===== config.mk =====
export PLATFORM = sky130hd
export DESIGN_NAME = sco_out_ctrl
export DESIGN_NICKNAME = d
export VERILOG_FILES = /design/src/design/sco_pkg.sv /design/src/design/sco_sync3.sv /design/src/design/sco_pwm_chan.sv /design/src/design/sco_out_ctrl.sv
export SDC_FILE = /design/constraint.sdc
export NUM_CORES = 1
export LEC_CHECK = 0
export BUFFER_PORTS_ARGS = -buffer_cell sky130_fd_sc_hd__buf_4
export CORE_UTILIZATION = 47
export CTS_BUF_LIST = sky130_fd_sc_hd__clkbuf_4 sky130_fd_sc_hd__clkbuf_8
export CTS_CLUSTER_DIAMETER = 120
export CTS_CLUSTER_SIZE = 25
export DETAILED_ROUTE_END_ITERATION = 16
export GPL_TIMING_DRIVEN = 0
export PLACE_DENSITY = 0.65
export REMOVE_ABC_BUFFERS = 1
export SYNTH_ARGS = -nofsm -noshare
export SYNTH_HDL_FRONTEND = slang
export SYNTH_HIERARCHICAL = 1
export SYNTH_SLANG_ARGS = --single-unit

===== constraint.sdc =====
create_clock -name core_clk_i -period 12.7 [get_ports core_clk_i]
set_input_delay 0 -clock core_clk_i [delete_from_list [all_inputs] [get_ports core_clk_i]]
set_output_delay 0 -clock core_clk_i [all_outputs]
set_load 0.05 [all_outputs]

===== src/design/sco_pkg.sv =====
// Constants and types shared by the supply control output pin logic.
package sco_pkg;

  // ---------------------------------------------------------------
  // Sizes.
  // ---------------------------------------------------------------
  localparam int unsigned SCO_NEN  = 12;
  localparam int unsigned SCO_NPWM = 8;
  localparam int unsigned SCO_NFLT = 3;
  localparam int unsigned SCO_AW   = 8;

  // ---------------------------------------------------------------
  // Register offsets.
  // ---------------------------------------------------------------
  localparam logic [7:0] SCO_OFF_EN_POL    = 8'h00;
  localparam logic [7:0] SCO_OFF_EN_DRV    = 8'h04;
  localparam logic [7:0] SCO_OFF_EN_MODE   = 8'h08;
  localparam logic [7:0] SCO_OFF_EN_REQ    = 8'h0c;
  localparam logic [7:0] SCO_OFF_EN_GPO    = 8'h10;
  localparam logic [7:0] SCO_OFF_PWM_CTL   = 8'h14;
  localparam logic [7:0] SCO_OFF_DUTY0     = 8'h18;
  localparam logic [7:0] SCO_OFF_DUTY7     = 8'h34;
  localparam logic [7:0] SCO_OFF_FLT_DRV0  = 8'h38;
  localparam logic [7:0] SCO_OFF_FLT_DRV2  = 8'h40;
  localparam logic [7:0] SCO_OFF_FLT_SHUT0 = 8'h44;
  localparam logic [7:0] SCO_OFF_FLT_SHUT2 = 8'h4c;
  localparam logic [7:0] SCO_OFF_STATUS    = 8'h50;
  localparam logic [7:0] SCO_OFF_IRQ_STAT  = 8'h54;
  localparam logic [7:0] SCO_OFF_IRQ_MASK  = 8'h58;

  // ---------------------------------------------------------------
  // Field positions.
  // ---------------------------------------------------------------
  localparam int unsigned SCO_PWM_GPO_LSB   = 8;
  localparam int unsigned SCO_PWM_LVL_LSB   = 16;
  localparam int unsigned SCO_ST_LINE_LSB   = 0;
  localparam int unsigned SCO_ST_PHASE_LSB  = 4;
  localparam int unsigned SCO_ST_SHUT_LSB   = 16;
  localparam int unsigned SCO_IRQ_MON_BIT   = 3;

  // ---------------------------------------------------------------
  // Reset values and timing.
  // ---------------------------------------------------------------
  localparam logic [11:0] SCO_RST_EN_POL  = 12'hfff;
  localparam logic [11:0] SCO_RST_EN_DRV  = 12'h000;
  localparam logic [11:0] SCO_RST_EN_MODE = 12'h000;
  localparam logic [3:0]  SCO_RST_IRQ_MSK = 4'h0;
  localparam logic [2:0]  SCO_RST_LINE    = 3'h7;
  localparam logic [7:0]  SCO_PWM_FULL    = 8'hff;
  localparam logic [7:0]  SCO_PWM_LAST    = 8'hfe;
  localparam logic [1:0]  SCO_RESP_OKAY   = 2'h0;
  localparam logic [1:0]  SCO_RESP_SLVERR = 2'h2;

  // ---------------------------------------------------------------
  // Types.
  // ---------------------------------------------------------------
  typedef enum logic [1:0] {SCO_PH_RECALL, SCO_PH_HOLD, SCO_PH_MON} sco_phase_e;

  typedef struct packed {
    logic       en;
    logic       gpo;
    logic       lvl;
    logic [7:0] duty;
  } sco_pwm_cfg_s;

  typedef struct packed {
    logic o;
    logic oe;
  } sco_pin_s;

  typedef struct packed {
    logic [2:0] s1;
    logic [2:0] s2;
    logic [2:0] s3;
    logic [2:0] val;
  } sco_sync_s;

endpackage


===== src/design/sco_sync3.sv =====
// Three-stage pin synchroniser for the shared fault lines.
`timescale 1ns/10ps
`default_nettype none
module sco_sync3 (
  input  wire logic                         core_clk_i,
  input  wire logic                         rst_i,
  input  wire logic [sco_pkg::SCO_NFLT-1:0] pin_i,
  output logic      [sco_pkg::SCO_NFLT-1:0] val_o
);
  import sco_pkg::*;

  sco_sync_s q;
  sco_sync_s d;

  // ---------------------------------------------------------------
  // A change counts once the second and third stages agree.
  // ---------------------------------------------------------------
  always_comb begin
    d    = q;
    d.s1 = pin_i;
    d.s2 = q.s1;
    d.s3 = q.s2;
    for (int k = 0; k < SCO_NFLT; k++) begin
      if (q.s2[k] == q.s3[k]) begin
        d.val[k] = q.s3[k];
      end
    end
  end

  always_ff @(posedge core_clk_i or posedge rst_i) begin
    if (rst_i) begin
      q <= '{s1: SCO_RST_LINE, s2: SCO_RST_LINE, s3: SCO_RST_LINE, val: SCO_RST_LINE};
    end else begin
      q <= d;
    end
  end

  assign val_o = q.val;

endmodule
`default_nettype wire


===== src/design/sco_pwm_chan.sv =====
// One margin PWM output channel with general output reuse.
`timescale 1ns/10ps
`default_nettype none
module sco_pwm_chan (
  input  wire logic                  core_clk_i,
  input  wire logic                  rst_i,
  input  wire logic [7:0]            cnt_i,
  input  wire sco_pkg::sco_pwm_cfg_s cfg_i,
  output var sco_pkg::sco_pin_s      pin_o
);
  import sco_pkg::*;

  sco_pin_s q;
  sco_pin_s d;

  // ---------------------------------------------------------------
  // Output drive.
  // ---------------------------------------------------------------
  always_comb begin
    d.oe = cfg_i.en | cfg_i.gpo;
    if (cfg_i.gpo) begin
      d.o = cfg_i.lvl;
    end else begin
      d.o = cfg_i.en & ((cfg_i.duty == SCO_PWM_FULL) | (cnt_i < cfg_i.duty));
    end
  end

  always_ff @(posedge core_clk_i or posedge rst_i) begin
    if (rst_i) begin
      q <= '{o: 1'b0, oe: 1'b0};
    end else begin
      q <= d;
    end
  end

  assign pin_o = q;
endmodule
`default_nettype wire


===== src/design/sco_out_ctrl.sv =====
// Top of the supply control output pins with its AXI4-Lite register slave.
`timescale 1ns/10ps
`default_nettype none
module sco_out_ctrl (
  input  wire logic                         core_clk_i,
  input  wire logic                         rst_i,
  input  wire logic                         s_axi_awvalid_i,
  output logic                              s_axi_awready_o,
  input  wire logic [sco_pkg::SCO_AW-1:0]   s_axi_awaddr_i,
  input  wire logic                         s_axi_wvalid_i,
  output logic                              s_axi_wready_o,
  input  wire logic [31:0]                  s_axi_wdata_i,
  input  wire logic [3:0]                   s_axi_wstrb_i,
  output logic                              s_axi_bvalid_o,
  input  wire logic                         s_axi_bready_i,
  output logic      [1:0]                   s_axi_bresp_o,
  input  wire logic                         s_axi_arvalid_i,
  output logic                              s_axi_arready_o,
  input  wire logic [sco_pkg::SCO_AW-1:0]   s_axi_araddr_i,
  output logic                              s_axi_rvalid_o,
  input  wire logic                         s_axi_rready_i,
  output logic      [31:0]                  s_axi_rdata_o,
  output logic      [1:0]                   s_axi_rresp_o,
  input  wire logic                         recall_done_i,
  input  wire logic                         monitor_run_i,
  input  wire logic [sco_pkg::SCO_NEN-1:0]  chan_fault_i,
  output logic      [sco_pkg::SCO_NEN-1:0]  chan_shutdown_o,
  input  wire logic [sco_pkg::SCO_NFLT-1:0] shared_fault_line_n_i,
  output logic      [sco_pkg::SCO_NFLT-1:0] shared_fault_line_n_o,
  output logic      [sco_pkg::SCO_NFLT-1:0] shared_fault_line_n_oe_o,
  output logic      [sco_pkg::SCO_NEN-1:0]  supply_enable_out_o,
  output logic      [sco_pkg::SCO_NEN-1:0]  supply_enable_out_oe_o,
  output logic      [sco_pkg::SCO_NPWM-1:0] margin_pwm_o,
  output logic      [sco_pkg::SCO_NPWM-1:0] margin_pwm_oe_o,
  output logic                              irq_o
);
  import sco_pkg::*;

  typedef struct packed {
    sco_phase_e                  ph;
    logic [SCO_NEN-1:0]          en_pol;
    logic [SCO_NEN-1:0]          en_drv;
    logic [SCO_NEN-1:0]          en_mode;
    logic [SCO_NEN-1:0]          en_req;
    logic [SCO_NEN-1:0]          en_gpo;
    logic [SCO_NPWM-1:0]         pwm_en;
    logic [SCO_NPWM-1:0]         pwm_gpo;
    logic [SCO_NPWM-1:0]         pwm_lvl;
    logic [7:0]                  pwm_cnt;
    logic [SCO_NPWM-1:0][7:0]    duty;
    logic [SCO_NFLT-1:0][11:0]   flt_drv;
    logic [SCO_NFLT-1:0][11:0]   flt_shut;
    logic [3:0]                  irq_stat;
    logic [3:0]                  irq_mask;
    logic [SCO_NFLT-1:0]         low_prev;
    logic [SCO_NFLT-1:0]         flt_oe;
    logic [SCO_NEN-1:0]          en_o;
    logic [SCO_NEN-1:0]          en_oe;
    logic [SCO_NEN-1:0]          shut;
    logic                        irq;
    logic                        aw_held;
    logic                        w_held;
    logic                        awready;
    logic                        wready;
    logic                        bvalid;
    logic                        arready;
    logic                        rvalid;
    logic [7:0]                  awaddr;
    logic [31:0]                 wdata;
    logic [3:0]                  wstrb;
    logic [31:0]                 rdata;
    logic [1:0]                  bresp;
    logic [1:0]                  rresp;
  } sco_top_s;

  localparam sco_top_s SCO_TOP_RST = '{ph: SCO_PH_RECALL, en_pol: SCO_RST_EN_POL, en_drv: SCO_RST_EN_DRV,
                                       en_mode: SCO_RST_EN_MODE, irq_mask: SCO_RST_IRQ_MSK, default: '0};

  sco_top_s            q;
  sco_top_s            n;
  logic [SCO_NFLT-1:0] line_val;
  sco_pwm_cfg_s        pcfg [SCO_NPWM];
  sco_pin_s            ppin [SCO_NPWM];

  // ---------------------------------------------------------------
  // Register read decode and byte lane merge.
  // ---------------------------------------------------------------
  function automatic logic [32:0] sco_rd(input sco_top_s s, input logic [7:0] a);
    logic [31:0] v;
    logic        hit;
    v   = '0;
    hit = 1'b1;
    if (a == SCO_OFF_EN_POL) begin
      v[SCO_NEN-1:0] = s.en_pol;
    end else if (a == SCO_OFF_EN_DRV) begin
      v[SCO_NEN-1:0] = s.en_drv;
    end else if (a == SCO_OFF_EN_MODE) begin
      v[SCO_NEN-1:0] = s.en_mode;
    end else if (a == SCO_OFF_EN_REQ) begin
      v[SCO_NEN-1:0] = s.en_req;
    end else if (a == SCO_OFF_EN_GPO) begin
      v[SCO_NEN-1:0] = s.en_gpo;
    end else if (a == SCO_OFF_PWM_CTL) begin
      v[SCO_NPWM-1:0]                     = s.pwm_en;
      v[SCO_PWM_GPO_LSB +: SCO_NPWM]      = s.pwm_gpo;
      v[SCO_PWM_LVL_LSB +: SCO_NPWM]      = s.pwm_lvl;
    end else if (a >= SCO_OFF_DUTY0 && a <= SCO_OFF_DUTY7) begin
      v[7:0] = s.duty[3'((a - SCO_OFF_DUTY0) >> 2)];
    end else if (a >= SCO_OFF_FLT_DRV0 && a <= SCO_OFF_FLT_DRV2) begin
      v[11:0] = s.flt_drv[2'((a - SCO_OFF_FLT_DRV0) >> 2)];
    end else if (a >= SCO_OFF_FLT_SHUT0 && a <= SCO_OFF_FLT_SHUT2) begin
      v[11:0] = s.flt_shut[2'((a - SCO_OFF_FLT_SHUT0) >> 2)];
    end else if (a == SCO_OFF_STATUS) begin
      v[SCO_ST_LINE_LSB +: SCO_NFLT] = ~s.low_prev;
      v[SCO_ST_PHASE_LSB +: 2]       = s.ph;
      v[SCO_ST_SHUT_LSB +: SCO_NEN]  = s.shut;
    end else if (a == SCO_OFF_IRQ_STAT) begin
      v[3:0] = s.irq_stat;
    end else if (a == SCO_OFF_IRQ_MASK) begin
      v[3:0] = s.irq_mask;
    end else begin
      hit = 1'b0;
    end
    return {hit, v};
  endfunction

  function automatic logic [31:0] sco_merge(input logic [31:0] o, input logic [31:0] w, input logic [3:0] b);
    logic [31:0] r;
    r = o;
    for (int i = 0; i < 4; i++) begin
      if (b[i]) begin
        r[8*i +: 8] = w[8*i +: 8];
      end
    end
    return r;
  endfunction

  // ---------------------------------------------------------------
  // Fault line sense.
  // ---------------------------------------------------------------
  sco_sync3 u_sync (
    .core_clk_i (core_clk_i),
    .rst_i      (rst_i),
    .pin_i      (shared_fault_line_n_i),
    .val_o      (line_val)
  );

  // ---------------------------------------------------------------
  // Next state.
  // ---------------------------------------------------------------
  always_comb begin
    logic [32:0]         rd;
    logic [31:0]         wm;
    logic [3:0]          clr;
    logic [3:0]          ev;
    logic [SCO_NFLT-1:0] lo;
    logic [SCO_NEN-1:0]  act;
    logic [SCO_NEN-1:0]  lvl;
    n   = q;
    rd  = '0;
    wm  = '0;
    clr = '0;
    lo  = ~line_val;
    ev  = '0;
    act = (q.en_mode & q.en_gpo) | (~q.en_mode & q.en_req & ~q.shut);
    lvl = ~(act ^ q.en_pol);
    case (q.ph)
      SCO_PH_RECALL: if (recall_done_i) begin
        n.ph = SCO_PH_HOLD;
      end
      SCO_PH_HOLD: if (monitor_run_i) begin
        n.ph = SCO_PH_MON;
      end
      SCO_PH_MON: n.ph = SCO_PH_MON;
      default: n.ph = SCO_PH_RECALL;
    endcase
    n.shut = '0;
    if (q.ph == SCO_PH_MON) begin
      for (int k = 0; k < SCO_NFLT; k++) begin
        n.shut = n.shut | (q.flt_shut[k] & {SCO_NEN{lo[k]}});
      end
    end
    n.flt_oe = '0;
    if (n.ph == SCO_PH_HOLD) begin
      n.flt_oe = '1;
    end else if (n.ph == SCO_PH_MON) begin
      for (int k = 0; k < SCO_NFLT; k++) begin
        n.flt_oe[k] = |(q.flt_drv[k] & chan_fault_i);
      end
    end
    n.en_o  = lvl & q.en_drv;
    n.en_oe = q.en_drv | ~lvl;
    if (n.ph == SCO_PH_RECALL) begin
      n.en_o  = '0;
      n.en_oe = '0;
    end
    n.pwm_cnt = (q.pwm_cnt == SCO_PWM_LAST) ? 8'h00 : 8'(q.pwm_cnt + 8'h01);
    if (s_axi_awvalid_i && q.awready) begin
      n.aw_held = 1'b1;
      n.awaddr  = {s_axi_awaddr_i[7:2], 2'b00};
    end
    if (s_axi_wvalid_i && q.wready) begin
      n.w_held = 1'b1;
      n.wdata  = s_axi_wdata_i;
      n.wstrb  = s_axi_wstrb_i;
    end
    if (q.bvalid && s_axi_bready_i) begin
      n.bvalid = 1'b0;
    end
    if (q.aw_held && q.w_held && !q.bvalid) begin
      rd        = sco_rd(q, q.awaddr);
      wm        = sco_merge(rd[31:0], q.wdata, q.wstrb);
      n.aw_held = 1'b0;
      n.w_held  = 1'b0;
      n.bvalid  = 1'b1;
      n.bresp   = rd[32] ? SCO_RESP_OKAY : SCO_RESP_SLVERR;
      if (q.awaddr == SCO_OFF_EN_POL) begin
        n.en_pol = wm[SCO_NEN-1:0];
      end else if (q.awaddr == SCO_OFF_EN_DRV) begin
        n.en_drv = wm[SCO_NEN-1:0];
      end else if (q.awaddr == SCO_OFF_EN_MODE) begin
        n.en_mode = wm[SCO_NEN-1:0];
      end else if (q.awaddr == SCO_OFF_EN_REQ) begin
        n.en_req = wm[SCO_NEN-1:0];
      end else if (q.awaddr == SCO_OFF_EN_GPO) begin
        n.en_gpo = wm[SCO_NEN-1:0];
      end else if (q.awaddr == SCO_OFF_PWM_CTL) begin
        n.pwm_en  = wm[SCO_NPWM-1:0];
        n.pwm_gpo = wm[SCO_PWM_GPO_LSB +: SCO_NPWM];
        n.pwm_lvl = wm[SCO_PWM_LVL_LSB +: SCO_NPWM];
      end else if (q.awaddr >= SCO_OFF_DUTY0 && q.awaddr <= SCO_OFF_DUTY7) begin
        n.duty[3'((q.awaddr - SCO_OFF_DUTY0) >> 2)] = wm[7:0];
      end else if (q.awaddr >= SCO_OFF_FLT_DRV0 && q.awaddr <= SCO_OFF_FLT_DRV2) begin
        n.flt_drv[2'((q.awaddr - SCO_OFF_FLT_DRV0) >> 2)] = wm[11:0];
      end else if (q.awaddr >= SCO_OFF_FLT_SHUT0 && q.awaddr <= SCO_OFF_FLT_SHUT2) begin
        n.flt_shut[2'((q.awaddr - SCO_OFF_FLT_SHUT0) >> 2)] = wm[11:0];
      end else if (q.awaddr == SCO_OFF_IRQ_STAT) begin
        clr = q.wdata[3:0] & {4{q.wstrb[0]}};
      end else if (q.awaddr == SCO_OFF_IRQ_MASK) begin
        n.irq_mask = wm[3:0];
      end
    end
    n.awready = !n.aw_held && !n.bvalid;
    n.wready  = !n.w_held && !n.bvalid;
    if (q.rvalid && s_axi_rready_i) begin
      n.rvalid = 1'b0;
    end
    if (q.arready && s_axi_arvalid_i) begin
      rd       = sco_rd(q, {s_axi_araddr_i[7:2], 2'b00});
      n.rvalid = 1'b1;
      n.rdata  = rd[31:0];
      n.rresp  = rd[32] ? SCO_RESP_OKAY : SCO_RESP_SLVERR;
    end
    n.arready = !n.rvalid;
    ev[SCO_NFLT-1:0]    = lo & ~q.low_prev & {SCO_NFLT{q.ph == SCO_PH_MON}};
    ev[SCO_IRQ_MON_BIT] = (n.ph == SCO_PH_MON) && (q.ph != SCO_PH_MON);
    n.low_prev          = lo;
    n.irq_stat          = (q.irq_stat & ~clr) | ev;
    n.irq               = |(n.irq_stat & n.irq_mask);
  end

  always_ff @(posedge core_clk_i or posedge rst_i) begin
    if (rst_i) begin
      q <= SCO_TOP_RST;
    end else begin
      q <= n;
    end
  end

  // ---------------------------------------------------------------
  // Margin PWM channels.
  // ---------------------------------------------------------------
  for (genvar g = 0; g < SCO_NPWM; g++) begin : g_pwm
    assign pcfg[g] = '{en: q.pwm_en[g] && q.ph != SCO_PH_RECALL, gpo: q.pwm_gpo[g] && q.ph != SCO_PH_RECALL,
                       lvl: q.pwm_lvl[g], duty: q.duty[g]};
    sco_pwm_chan u_pwm (
      .core_clk_i (core_clk_i),
      .rst_i      (rst_i),
      .cnt_i      (q.pwm_cnt),
      .cfg_i      (pcfg[g]),
      .pin_o      (ppin[g])
    );
    assign margin_pwm_o[g]    = ppin[g].o;
    assign margin_pwm_oe_o[g] = ppin[g].oe;
  end

  // ---------------------------------------------------------------
  // Outputs.
  // ---------------------------------------------------------------
  assign s_axi_awready_o          = q.awready;
  assign s_axi_wready_o           = q.wready;
  assign s_axi_bvalid_o           = q.bvalid;
  assign s_axi_bresp_o            = q.bresp;
  assign s_axi_arready_o          = q.arready;
  assign s_axi_rvalid_o           = q.rvalid;
  assign s_axi_rdata_o            = q.rdata;
  assign s_axi_rresp_o            = q.rresp;
  assign chan_shutdown_o          = q.shut;
  assign shared_fault_line_n_o    = '0;
  assign shared_fault_line_n_oe_o = q.flt_oe;
  assign supply_enable_out_o      = q.en_o;
  assign supply_enable_out_oe_o   = q.en_oe;
  assign irq_o                    = q.irq;
endmodule
`default_nettype wire


==> impl_metrics.csv <==
group,metric,value,unit
synthesis,synth_edf_count,0,
timing,finalSetupTns,0,ns
cts,post-cts-setup-buffers,0,
placed_design,place_ws,7.07,ns
timing,worst_pin_slew,1.41,ns
placed_design,hpwl,52800,um
setup_path,crit_path_max_fanout,33,
pwr,intPower,2.56,mW
routing,dr.pass1.iters,8,
pwr,p_clk_frac,0.116,
pwr,leakage,10.2,nW
cts,ctsResizeCount,0,
cells_and_area,n_fill_cell,4079,
routing,drc,0,
synthesis,syn_inst,2186,
setup_path,critPathMaxStageDelay,0.99,ns
timing,post-route-period-util,0.464,
grt,gr-usage-all-layers,0.313,
grt,grt_pass1_vias,16900,
timing,whs,0.0820,ns
pwr,seq_power_share,0.425,
synthesis,synth-xor-area-share,0.00693,
cts,clock_path_buffers,3,
setup_path,path_cells,"inv_2, ha_1, and2_1, a211o_1, a2111oi_0, o21ai_1, o2111ai_1, o21ai_2, buf_16, mux2_2",
routing,ant_nets,0,
synthesis,synth_top_cells_by_count,"355 x dfrtp_1, 227 x nor2_1, 171 x nand2_1",
floorplan,num_io_pins,176,
floorplan,die_x,216,um
cells_and_area,area_growth,9.00,%
pwr,total_power,4.85,mW
synthesis,async_flop_share,1.00,
timing,fin_skew,0.0920,ns
synthesis,yosys-mux-area-fraction,0.116,
cells_and_area,final_area,0.0234,mm2
cts,path_clk_slew,0.15,ns
pwr,power_density,207,mW/mm2
synthesis,synthAdderAreaFrac,0.0435,
grt,grt_overflow,0,
timing,setup_viol,0,
cts,root_buffer,"clkbuf_8",
timing,slew_headroom,0.0471,
setup_path,cp-start-kind,"register",
pwr,p_sw_frac,0.473,
run_status,status,"finished, final reports clean",
grt,grt_pass1_wl,110000,um
pwr,pwr-share-comb,0.460,
setup_path,cp-end-kind,"register",
timing,finalMaxSlewViolations,0,
placed_design,io_buffers,153,
cells_and_area,final_nets,2376,
synthesis,synth_cell_types,82,
setup_path,cp_slowest_cell,"dfrtp_2",
floorplan,die_y,216,um
timing,finalWorstSetupSlack,6.80,ns
cts,numCtsBuffers,19,
cells_and_area,num_antenna_cells,0,
synthesis,netlist.area_leader.share,0.413,
routing,first_iter_violations,2190,
timing,rsz0062_at_grt,"no",
cts,cts_hold_buf,55,
routing,wl,73300,um
synthesis,syn_area,0.0215,mm2
setup_path,crit_buf_inv,2,
grt,antenna_found_initial,5,
cells_and_area,layout-drive-gt1-share,0.189,
synthesis,synth_compound_gate_area_share,0.182,
worst_hold_path,min_path_type,"input port to register",
routing,viasPerCell,6.32,
timing,timing.fmax,170,MHz
synthesis,syn_avg_cell_area,9.84,um2
floorplan,coreArea,0.0447,mm2
synthesis,synthTopCellsByArea,"dfrtp_1 41%, mux2_2 6.0%, ha_1 4.2%",
placed_design,placedCellCount,2744,
placed_design,finalWeightedCongestion,1.03,
cells_and_area,final_cells,2828,
cts,insertion_delay,0.68,ns
synthesis,ys_seq_area_frac,0.443,
routing,route.detailed.wl_per_inst,25.9,um
setup_path,crit_required,13.22,ns
floorplan,rows,77,
setup_path,crit_type,"register to register",
synthesis,synth_flop_cell,"dfrtp_1",
cells_and_area,utilization,0.524,
synthesis,yosys.area_share.simple,0.138,
synthesis,ys_seq_elements,379,
floorplan,start_util,0.481,
floorplan,die-area,0.0466,mm2
synthesis,synth_top_family_by_area,"compound AO/OA/AOI/OAI gates",
placed_design,place_area,0.0225,mm2
timing,fin_crit,5.90,ns
timing,hold_viol,0,
routing,dr_total_vias,17900,
synthesis,synth_area_leader_cell,"dfrtp_1",
synthesis,synth_warnings,6,
cts,cts_sinks,379,
cts,htree_num_levels,1,
run,max-cap-violations,0,
setup_path,crit_arrival,6.42,ns
synthesis,synth_most_common_cell,"dfrtp_1",
setup_path,crit_family,"compound AO/OA/AOI/OAI gates",
cts,cts_tree,"yes",
grt,grt_max_degree,130,
pwr,peakVddDrop,0.137,mV
pwr,switchingPower,2.29,mW
per-layer routing:
metal,GRT usage,wire length (um)
met1,0.448,31700
met2,0.474,32200
met3,0.0627,6750
met4,0.104,2580
met5,0,34
placed cells by master, fill, tap and decap left out, drive strengths merged, types with 6 or more instances in the layout:
| cell type | n |
|---|---|
| nor3 | 24 |
| and3 | 10 |
| a222oi | 13 |
| xnor2 | 14 |
| o21ai | 157 |
| o211ai | 23 |
| a221oi | 35 |
| conb | 9 |
| o31ai | 7 |
| a221o | 19 |
| o21a | 22 |
| nand2b | 16 |
| or2 | 14 |
| nor2 | 229 |
| mux4 | 32 |
| o22ai | 7 |
| a22oi | 27 |
| a21oi | 166 |
| nor2b | 25 |
| o2111ai | 6 |
| nand3b | 6 |
| nand4 | 19 |
| inv | 100 |
| nand3 | 36 |
| o221ai | 11 |
| a22o | 20 |
| a31oi | 36 |
| a2111oi | 12 |
| clkbuf | 26 |
| a211oi | 12 |
| nor3b | 21 |
| and2 | 30 |
| dfstp | 24 |
| buf | 165 |
| dlygate4sd3 | 55 |
| mux2i | 48 |
| mux2 | 115 |
| ha | 72 |
| dfrtp | 355 |
| nand2 | 174 |
path summary, 6_finish.rpt:
kind / from / end / slack (ns) / cells after the start
worst max register to register: q[74]$_DFFE_PP0P_ / pcfg[24]$_DFFE_PP0P_ / 6.80 / 10
worst max-delay path: q[74]$_DFFE_PP0P_ / pcfg[24]$_DFFE_PP0P_ / 6.80 / 10
max in group asynchronous: rst_i / q[189]$_DFFE_PP0P_ / 10.95 / 5
worst min-delay path: s_axi_arvalid_i / s_axi_rdata_o[11]$_DFFE_PP0P_ / 0.08 / 4
min in group asynchronous: rst_i / q[312]$_DFFE_PP0P_ / 0.19 / 3
worst min register to register: u_sync/d[6]$_DFF_PP1_ / u_sync/d[3]$_DFF_PP1_ / 0.37 / 0
flip-flops by register name (all words and copies together) (netlist names), 6 cells and up:
register                cells
pcfg                       72
u_sync/d                    6
q                         204
s_axi_rdata_o              28
supply_enable_out_o        12
supply_enable_out_oe_o     12
chan_shutdown_o            12
g_pwm.u_pwm/pin_o          16
worst reg2reg max path: stages, from the launching register on:
cell and delay, ns:
dfrtp_2 0.99, inv_2 0.55, ha_1 0.69, and2_1 0.62, a211o_1 0.38, a2111oi_0 0.97, o21ai_1 0.41, o2111ai_1 0.33
o21ai_2 0.29, buf_16 0.25, mux2_2 0.28
power groups by stage:
| stage | Combinational [mW] | Sequential (mW) | Clock, mW |
|---|---|---|---|
| 3_5_place_dp | 2.16 | 2.06 | 0 |
| 3_3_place_gp | 2.04 | 2.07 | 0 |
| 2_1_floorplan | 1.21 | 2.08 | 0 |
| 4_1_cts | 2.21 | 2.04 | 0.569 |
| 6_report | 2.23 | 2.06 | 0.562 |
| 5_1_grt | 2.37 | 2.10 | 0.611 |
final cells by class:
class / count / area (um2) / area share
Clock inverter: 3 / 30.0 / 0.00128
Timing Repair Buffer: 220 / 1920 / 0.0821
Clock buffer: 26 / 314 / 0.0134
Multi-Input combinational cell: 1510 / 10500 / 0.449
Inverter: 98 / 375 / 0.0160
Tap cell: 592 / 741 / 0.0316
Sequential cell: 379 / 9520 / 0.406
cell families after synthesis:
logic type                 after synthesis
AOI/OAI and AO/OA                      594
xor gates and xnor gates                17
adders and majority gates               75
buffers and inverters                  305
DFF                                    379
muxes                                  195
other                                    1
and+or+nand+nor                        620
Power figures use the tool's default switching activity.
